### config.mk
export PLATFORM = sky130hd
export DESIGN_NAME = ricd_top
export DESIGN_NICKNAME = d
export VERILOG_FILES = /design/src/inc/ricd_pkg.sv /design/src/core/ricd_top.sv
export SDC_FILE = /design/constraint.sdc
export NUM_CORES = 1
export LEC_CHECK = 0
export BUFFER_PORTS_ARGS = -buffer_cell sky130_fd_sc_hd__buf_2
export CAP_MARGIN = 5
export CORE_AREA = 2 2 85 95
export DETAILED_ROUTE_END_ITERATION = 10
export DIE_AREA = 0 0 87 97
export PLACE_DENSITY = 0.71
export SYNTH_ARGS = -nofsm -noshare
export SYNTH_HDL_FRONTEND = slang
export SYNTH_SLANG_ARGS = --single-unit
export TNS_END_PERCENT = 30
### constraint.sdc
create_clock -name sys_clk_i -period 3.07 [get_ports sys_clk_i]
set_input_delay 0.1535 -clock sys_clk_i [delete_from_list [all_inputs] [get_ports sys_clk_i]]
set_output_delay 0.1535 -clock sys_clk_i [all_outputs]
set_load 0.05 [all_outputs]
### src/inc/ricd_pkg.sv
// Overview of operation
// bypass bit 1 routes primary and secondary paths around the glitch-free mux.
// keep-on bit 0 turns secondary crystal buffer off after return to primary.
// keep-on bit 1 keeps secondary crystal buffer on after return to primary.
// secondary gain bit 0 is minimum, 1 maximum; resets to 1.
// primary gain bit 0 is minimum, 1 maximum; resets to 1.
// synth A reference divider code 0 bypasses, code n divides by n+1.
// synth A M divider code 0 bypasses, code n divides by n+1.
// synth B reference divider code 0 bypasses, code n divides by n+1.
// automatic selection prefers primary and returns to it when usable.
// nonvolatile fields load at power-up; software writes override until reload.
package ricd_pkg;
  // =====================================
  // register word indices, compared with paddr_i[7:2]
  localparam logic [7:0] RICD_CTRL_IDX = 8'h33;
  localparam logic [7:0] RICD_ARDIV_IDX = 8'h34;
  localparam logic [7:0] RICD_AMDIV_IDX = 8'h35;
  localparam logic [7:0] RICD_BRDIV_IDX = 8'h36;
  localparam logic [7:0] RICD_BMDIV_IDX = 8'h37;
  localparam logic [7:0] RICD_SEL_IDX = 8'h38;
  localparam logic [7:0] RICD_STAT_IDX = 8'h39;
  // =====================================
  // field positions and reset values
  localparam int RICD_BYP_BIT = 7;
  localparam int RICD_KEEP_BIT = 2;
  localparam int RICD_SGAIN_BIT = 1;
  localparam int RICD_PGAIN_BIT = 0;
  localparam logic [7:0] RICD_CTRL_RST = 8'h03;
  localparam logic [7:0] RICD_DIV_RST = 8'h00;
  localparam logic [1:0] RICD_SEL_RST = 2'h1;
  localparam logic [1:0] RICD_SEL_AUTO = 2'h0;
  localparam logic [1:0] RICD_SEL_PIN = 2'h1;
  localparam logic [1:0] RICD_SEL_PRI = 2'h2;
  localparam logic [1:0] RICD_SEL_SEC = 2'h3;
  localparam int RICD_RDIV_W = 3;
  localparam int RICD_MDIV_W = 5;
  // =====================================
  // carried settings
  typedef struct packed {
    logic ref_mux_bypass;
    logic [3:0] rsvd;
    logic sec_xtal_keep_on;
    logic sec_buf_gain_sel;
    logic pri_buf_gain_sel;
  } ricd_ctrl_t;
  typedef struct packed {
    logic [RICD_RDIV_W-1:0] synth_a_ref_div;
    logic [RICD_MDIV_W-1:0] synth_a_m_div;
    logic [RICD_RDIV_W-1:0] synth_b_ref_div;
    logic [RICD_MDIV_W-1:0] synth_b_m_div;
  } ricd_div_t;
endpackage

### src/core/ricd_top.sv
`timescale 1ns/1ns
module ricd_top
  import ricd_pkg::*;
(
  // clock and reset
  input wire logic sys_clk_i,
  input wire logic rst_b_i,
  // apb slave
  input wire logic psel_i,
  input wire logic penable_i,
  input wire logic pwrite_i,
  input wire logic [7:0] paddr_i,
  input wire logic [31:0] pwdata_i,
  output logic [31:0] prdata_o,
  output logic pready_o,
  output logic pslverr_o,
  // nonvolatile image, loaded on nv_load_i pulse
  input wire logic nv_load_i,
  input wire logic [7:0] nv_ctrl_i,
  input wire logic [7:0] nv_ardiv_i,
  input wire logic [7:0] nv_amdiv_i,
  input wire logic [7:0] nv_brdiv_i,
  input wire logic [7:0] nv_bmdiv_i,
  // reference status pins
  input wire logic pri_valid_i,
  input wire logic ref_sel_pin_i,
  // analog controls
  output ricd_ctrl_t ctrl_o,
  output ricd_div_t div_o,
  output logic synth_a_use_sec_o,
  output logic sec_xtal_en_o,
  output logic synth_a_ref_bypass_o,
  output logic synth_a_m_bypass_o,
  output logic synth_b_ref_bypass_o,
  output logic [3:0] synth_a_ref_ratio_o,
  output logic [5:0] synth_a_m_ratio_o,
  output logic [3:0] synth_b_ref_ratio_o
);
  // =====================================
  // pin synchronisers
  logic pv_s1, pv_s2, rs_s1, rs_s2;
  always_ff @(posedge sys_clk_i or negedge rst_b_i)
  begin
    if (!rst_b_i)
    begin
      // primary assumed usable, so reset causes no false switch
      pv_s1 <= 1'b1;
      pv_s2 <= 1'b1;
      rs_s1 <= 1'b0;
      rs_s2 <= 1'b0;
    end
    else
    begin
      pv_s1 <= pri_valid_i;
      pv_s2 <= pv_s1;
      rs_s1 <= ref_sel_pin_i;
      rs_s2 <= rs_s1;
    end
  end

  // =====================================
  // apb decode; zero wait states, unmapped gives pslverr
  logic wr_en, hit;
  logic [1:0] synth_a_input_sel;
  ricd_ctrl_t ctrl;
  ricd_div_t div;
  logic [7:0] rd_byte;
  assign wr_en = psel_i && penable_i && pwrite_i;
  assign pready_o = 1'b1;
  logic [7:0] addr_idx;
  // word index; an unaligned address maps to nothing
  assign addr_idx = (paddr_i[1:0] == 2'h0) ? {2'h0, paddr_i[7:2]} : 8'hFF;

  always_comb
  begin
    hit = 1'b1;
    rd_byte = 8'h00;
    unique case (addr_idx)
      RICD_CTRL_IDX: rd_byte = ctrl;
      RICD_ARDIV_IDX: rd_byte = {5'h00, div.synth_a_ref_div};
      RICD_AMDIV_IDX: rd_byte = {3'h0, div.synth_a_m_div};
      RICD_BRDIV_IDX: rd_byte = {5'h00, div.synth_b_ref_div};
      RICD_BMDIV_IDX: rd_byte = {3'h0, div.synth_b_m_div};
      RICD_SEL_IDX: rd_byte = {6'h00, synth_a_input_sel};
      RICD_STAT_IDX: rd_byte = {5'h00, sec_xtal_en_o, synth_a_use_sec_o,
        pv_s2};
      default: hit = 1'b0;
    endcase
  end

  always_ff @(posedge sys_clk_i or negedge rst_b_i)
  begin
    if (!rst_b_i)
    begin
      prdata_o <= 32'h0000_0000;
      pslverr_o <= 1'b0;
    end
    else
    begin
      prdata_o <= (psel_i && !penable_i) ? {24'h000000, rd_byte} : prdata_o;
      pslverr_o <= psel_i && !penable_i && !hit;
    end
  end

  // =====================================
  // settings; later write beats nv load only when later
  always_ff @(posedge sys_clk_i or negedge rst_b_i)
  begin
    if (!rst_b_i)
    begin
      ctrl <= RICD_CTRL_RST;
      div <= '0;
      synth_a_input_sel <= RICD_SEL_RST;
    end
    else if (nv_load_i)
    begin
      ctrl <= nv_ctrl_i;
      div.synth_a_ref_div <= nv_ardiv_i[RICD_RDIV_W-1:0];
      div.synth_a_m_div <= nv_amdiv_i[RICD_MDIV_W-1:0];
      div.synth_b_ref_div <= nv_brdiv_i[RICD_RDIV_W-1:0];
      div.synth_b_m_div <= nv_bmdiv_i[RICD_MDIV_W-1:0];
    end
    else if (wr_en)
    begin
      unique case (addr_idx)
        RICD_CTRL_IDX: ctrl <= pwdata_i[7:0];
        RICD_ARDIV_IDX: div.synth_a_ref_div <= pwdata_i[RICD_RDIV_W-1:0];
        RICD_AMDIV_IDX: div.synth_a_m_div <= pwdata_i[RICD_MDIV_W-1:0];
        RICD_BRDIV_IDX: div.synth_b_ref_div <= pwdata_i[RICD_RDIV_W-1:0];
        RICD_BMDIV_IDX: div.synth_b_m_div <= pwdata_i[RICD_MDIV_W-1:0];
        RICD_SEL_IDX: synth_a_input_sel <= pwdata_i[1:0];
        default: ;
      endcase
    end
  end
  assign ctrl_o = ctrl;
  assign div_o = div;

  // =====================================
  // divider ratios: code 0 bypass, else n+1
  assign synth_a_ref_bypass_o = (div.synth_a_ref_div == '0);
  assign synth_a_m_bypass_o = (div.synth_a_m_div == '0);
  assign synth_b_ref_bypass_o = (div.synth_b_ref_div == '0);
  assign synth_a_ref_ratio_o = {1'b0, div.synth_a_ref_div} + 4'h1;
  assign synth_a_m_ratio_o = {1'b0, div.synth_a_m_div} + 6'h01;
  assign synth_b_ref_ratio_o = {1'b0, div.synth_b_ref_div} + 4'h1;

  // =====================================
  // input selection; in pin mode, pin low forces primary, high runs automatic
  logic want_sec, use_sec, seen_sec;
  always_comb
  begin
    unique case (synth_a_input_sel)
      RICD_SEL_AUTO: want_sec = !pv_s2;
      RICD_SEL_PIN: want_sec = rs_s2 ? !pv_s2 : 1'b0;
      RICD_SEL_PRI: want_sec = 1'b0;
      default: want_sec = 1'b1;
    endcase
  end

  always_ff @(posedge sys_clk_i or negedge rst_b_i)
  begin
    if (!rst_b_i)
    begin
      use_sec <= 1'b0;
      seen_sec <= 1'b0;
    end
    else
    begin
      use_sec <= want_sec;
      // remembers that the secondary was in use, cleared on return only when keep-on is 0
      if (want_sec)
        seen_sec <= 1'b1;
      else if (use_sec && !ctrl.sec_xtal_keep_on)
        seen_sec <= 1'b0;
    end
  end
  assign synth_a_use_sec_o = use_sec;
  // buffer stays on while in use or after return when kept on
  assign sec_xtal_en_o = use_sec || (seen_sec && ctrl.sec_xtal_keep_on);

  // =====================================
  // checks
  bypass_ratio_a: assert property (@(posedge sys_clk_i) disable iff (!rst_b_i)
    synth_a_m_bypass_o |-> synth_a_m_ratio_o == 6'h01)
    else $error("m bypass ratio wrong");
  ref_ratio_a: assert property (@(posedge sys_clk_i) disable iff (!rst_b_i)
    !synth_a_ref_bypass_o |-> synth_a_ref_ratio_o > 4'h1)
    else $error("ref ratio wrong");
  b_ratio_a: assert property (@(posedge sys_clk_i) disable iff (!rst_b_i)
    synth_b_ref_ratio_o == {1'b0, div_o.synth_b_ref_div} + 4'h1)
    else $error("b ratio wrong");
  return_off_a: assert property (@(posedge sys_clk_i) disable iff (!rst_b_i)
    (use_sec && !want_sec && !ctrl.sec_xtal_keep_on ##1
      !use_sec && !ctrl.sec_xtal_keep_on) |-> !sec_xtal_en_o)
    else $error("secondary left on");
  return_keep_a: assert property (@(posedge sys_clk_i) disable iff (!rst_b_i)
    (use_sec && !want_sec && ctrl.sec_xtal_keep_on ##1
      ctrl.sec_xtal_keep_on) |-> sec_xtal_en_o)
    else $error("secondary dropped");
  auto_pref_a: assert property (@(posedge sys_clk_i) disable iff (!rst_b_i)
    (synth_a_input_sel == RICD_SEL_AUTO && pv_s2) ##1
      (synth_a_input_sel == RICD_SEL_AUTO) |-> !use_sec)
    else $error("primary not preferred");
  nv_load_a: assert property (@(posedge sys_clk_i) disable iff (!rst_b_i)
    nv_load_i |=> ctrl_o == $past(nv_ctrl_i))
    else $error("nv load lost");
  bypass_bit_a: assert property (@(posedge sys_clk_i) disable iff (!rst_b_i)
    (wr_en && !nv_load_i && addr_idx == RICD_CTRL_IDX) |=>
      ctrl_o.ref_mux_bypass == $past(pwdata_i[RICD_BYP_BIT]))
    else $error("bypass bit wrong");
  gain_bits_a: assert property (@(posedge sys_clk_i) disable iff (!rst_b_i)
    (wr_en && !nv_load_i && addr_idx == RICD_CTRL_IDX) |=>
      ctrl_o.sec_buf_gain_sel == $past(pwdata_i[RICD_SGAIN_BIT]) &&
      ctrl_o.pri_buf_gain_sel == $past(pwdata_i[RICD_PGAIN_BIT]))
    else $error("gain bits wrong");
endmodule

# Word level (Yosys, flattened, before mapping)
# Cells that the tools add are included.
# word_totals
in_bits,88
register_bits,41
wordCells,77
out_inout_bits,77
# op_classes
bitwise_logic,1
eq_ne,9
addsub,3
reduce_logical,30
muxes,16
# ops
op,count
$eq A8 B6 Y1 const B,7
$pmux W8 S7,1
$mux W16,2
$mux W8,4
$reduce_bool A2 Y1,7
$mux W5,2
$reduce_and A2 Y1,5
$add A3 B1 Y4 const B,2
$reduce_or A7 Y1,1
$add A5 B1 Y6 const B,1
$logic_and A1 B1 Y1,6
$logic_not A3 Y1,2
$mux W3,2
$logic_not A5 Y1,1
$logic_not A1 Y1,4
$logic_not A2 Y1,2
$mux W1,4
$pmux W1 S3,1
$reduce_and A3 Y1,1
$eq A2 B1 Y1 const B,1
$eq A2 B2 Y1 const B,1
$logic_or A1 B1 Y1,1
$not A1 Y1,1

# Longest topological paths before layout
# logic_depth
word_depth,7
depth_mapped,6
mapped_depth_nobuf,4

# Least setup slack after synthesis
# Ideal clock, no wire load.
# synth_timing
path_type,register to output
start,"reg div, in the netlist div_o[8]"
end,out synth_a_m_bypass_o
required_time_ps,2917
arrival_time_ps,2831
path_stages_with_launch,4
n_path_buf,0
setup_slack_ps,86
cell_sequence,dfrtp_1 -> inv_1 -> ha_1 -> nor4b_1
# synth_via
elab_chain_len,1
# synth_rtl
element,line,rtl
start: declaration,ricd_top.sv:66,ricd_div_t div;
$logic_not A5 Y1,ricd_top.sv:142,assign synth_a_m_bypass_o = (div.synth_a_m_div == '0);
end: declaration,ricd_top.sv:33,"output logic synth_a_m_bypass_o,"
# Every way passes these cells.

# Final worst setup path
# layout_timing
start,in paddr_i[4]
end,"reg ctrl, in the netlist ctrl_o[7]"
# layout_via
elab_chain_len,4
# layout_rtl
element,line,rtl
start: declaration,ricd_top.sv:12,"input wire logic [7:0] paddr_i,"
$mux W8,ricd_top.sv:72,"assign addr_idx = (paddr_i[1:0] == 2'h0) ? {2'h0, paddr_i[7:2]} : 8'hFF;"
$eq A8 B6 Y1,ricd_top.sv:125,unique case (addr_idx)
$reduce_bool A2 Y1 (no source line),n/a,
$reduce_and A2 Y1 (no source line),n/a,
end signal: assignment,ricd_top.sv:117,ctrl <= nv_ctrl_i;
end signal: assignment,ricd_top.sv:126,RICD_CTRL_IDX: ctrl <= pwdata_i[7:0];
end: declaration,ricd_top.sv:65,ricd_ctrl_t ctrl;
# Every way passes these cells.
# A chain may end at the register's enable or synchronous reset.

==> impl_results.md <==
- Status: finished with violations
- Failing checks: negative hold slack
- Rel. slew slack: 38.3%
- DP HPWL: 5130 um
- Switching Power: 608 uW
- CP max FO: 11
- Vias in the first global route: 2,089
- Area of the multi-input gates: 1320 um2
- Setup_tns: 0 ps
- Startpoint Class: input port
- Most frequent cell after synthesis: nand2_1
- Initial Util: ~34%
- Clock Skew: between 8 and 9 ps
- Post-CTS resize count: 0
- Synth warn: 0
- Flop pwr share: about two fifths
- Max-slew violations: 0
- Root Driver: clkbuf_8
- Synth top area share: 35.5%
- Crit path arrival time: approximately 1900 ps
- Asr flop ratio synth: 100%
- CTS buffer count: 5
- Antenna Nets Post-Route: 0
- Register area: between 1000 and 1500 um2
- Skew-Pair Late Insertion Delay: 290 ps
- Crit path from: paddr_i[4]
- Pint: between 900 and 1000 uW
- Crit Path Class: input port to register
- PnR Total Power: 1540 uW
- Reg2reg start: div_o[14]
- Slew at the pin closest to its max-slew limit: about 900 ps
- Worst hold slack: -6.52 ps
- ANT cells: 0
- Clock Tree Buf Depth: 2
- Number of port buffers: approximately 100
- CP max stage cell: nor4_4
- Cell breakdown of the critical path: buf_2, or4_4, nor4_4, mux2i_1, o21ai_1
- Starting DRT DRC Count: 57
- RSZ-0062 raised after global routing: false
- TritonCTS clock tree: yes
- Class of the worst hold path: input port to async pin
- Die area: 8440 um2
- H-tree depth: 2
- Most used DFF post-synth: dfrtp_1
- Maximum vdd ir drop: 0.171 mV
- 1st-pass router iterations: 4
- Post-Syn Instances: 264
- CORE AREA: ~7400 um2
- Hold Vio Cnt, Final: 15
- Routed wire length: 6610 um
- Worst setup EP type: register
- Switching Fraction: 39.6%
- DR vias: 2,182
- GRT overflow: 0
- Die width: a little under 90 um
- Largest area contributor in the netlist: dfrtp_1
- Drt drc: 0
- Largest net degree at the start of global routing: 50
- Cell area power density: 493 nW/um2
- Synth top cells by count: 41 x nand2_1, 36 x dfrtp_1, 29 x mux2i_1
- Post-Synthesis Mean Instance Area: between 9 and 10 um2
- GPL Wtd Cong: 0.907
- Top post-synthesis cells by area: dfrtp_1 36%, mux2i_1 11%, buf_4 7.4%
- Clk slew on worst S/H paths: 80 ps
- Die Y: between 90 and 100 um
- WL per Instance: 14.8 um
- Initial antenna violation count: 0
- Final Critical Period: about 1800 ps
- Area grow syn2layout: 22.9%
- Synth cell types: 52
- Post-synthesis sequential area ratio: 40.7%
- Layout Utilization: between 40% and 50%
- Combinational share of power: 31.9%
- Post-synthesis instance area: 2530 um2
- Max frequency: 566 MHz
- Setup Viol. Count Final: 0
- Period utilization: roughly 58%
- Leakage power: around 0.0015 uW
- Clock power frac: 27.9%
- Synthesis-stage register bit count: 41
- # IOs: 165
- Avg Vias per Cell: between 4 and 5
- # fillers: 757
- Global-route wire length before repair: 10,500 um
- Row cnt: 33
- Clock sinks: 41
- EDFF count, synth: 0
- Global Route Usage Sum: 16.0%
- Max stage delay on crit path: 710 ps
- Layout Nets: 453
- Critical path required time: 3220 ps
- Share of layout cells above drive strength 1: between 30% and 40%
- Max cap viols: 0
## logic make-up (layout without fill, tap and decap cells)
family / count (synthesis) / count (layout) / share of synthesized area (%)
simple gates: 84 / 84 / 19.2
xor+xnor: 5 / 5 / 1.73
buf+inv: 44 / 117 / 10.6
mux: 32 / 32 / 12.8
flops: 41 / 41 / 40.7
fa+ha+maj: 6 / 6 / 2.96
compound gates: 50 / 50 / 11.8
other cells: 2 / 25 / 0.296
## registers in the layout, indices dropped and copies added (netlist names), 2 cells and up
signal / flops
ctrl_o: 8
synth_a_input_sel: 2
prdata_o: 8
div_o: 16
## metal layers
| metal | up-vias | GRT usage (%) | wire, um |
|---|---|---|---|
| met5 | - | 0 | 0 |
| met3 | 6 | 3.92 | 403 |
| met4 | 0 | 3.97 | 68 |
| met1 | 1036 | 20.6 | 2810 |
| met2 | 76 | 26.7 | 3330 |
| li1 | 1064 | - | - |
## final timing paths
check	to	cells past startpoint	slack, ps
min in group sys_clk_i	ctrl_o[1]	3	50
hold reg to reg	pv_s2	0	360
setup reg to reg	prdata_o[1]	4	1480
hold / removal	ctrl_o[2]	1	-7
max in group asynchronous	prdata_o[6]	1	2510
setup / recovery	ctrl_o[7]	5	1300
## stage by stage
step	setup slack [ps]	hold WS, ps	area [um2]	std cells
after detailed placement	960	260	2990	437
final	1300	-6.52	3120	447
after global routing	1190	59.6	3120	447
after global placement	981	260	2990	437
after CTS	1270	21.4	3120	447
after floorplan	85.6	-142	2620	287
## critical path, delay by kind of cell
kind / cells / cell delay, ps
AOI/OAI and AO/OA: 1 / 80
buffers and inverters: 1 / 170
muxes: 1 / 270
and+or+nand+nor: 2 / 1250
## cell type report
cell class	count	share of cell area, %
multi-input cells	202	42.4
flip-flops and latches	41	33.1
repair buffers	101	16.5
well taps	87	3.49
clock buffers	6	2.33
clock inverters	2	1.12
inverters	8	0.964
## power groups by stage
stage / Clock, uW / Combinational [uW] / Sequential [uW]
finish: 428 / 490 / 616
global route: 460 / 521 / 623
CTS: 441 / 494 / 617
detailed placement: 0 / 491 / 627
global placement: 0 / 485 / 626
floorplan: 0 / 291 / 723
## repair_timing
| action | in CTS | in global routing |
|---|---|---|
| setup buffers | 0 | 0 |
| hold buffers | 2 | 0 |
| endpoints found under the hold margin | 2 | 0 |
## cell usage in the layout (no fill, tap or decap), types with 3 or more instances in the layout
cell type and n:
buf_2 99, nand2_1 41, dfrtp_1 36, mux2i_1 29
conb_1 25, o21ai_0 24, inv_1 8, o21ai_1 7
nand3_1 6, ha_1 6, clkbuf_8 5, dfstp_2 5
nor2_1 4, nor2b_1 4, xor2_1 3, nand2b_1 3
nand3b_1 3, nor4_4 3, nor4_1 3, a21oi_1 3
mux2_2 3
(Power assumes the default switching activity.)
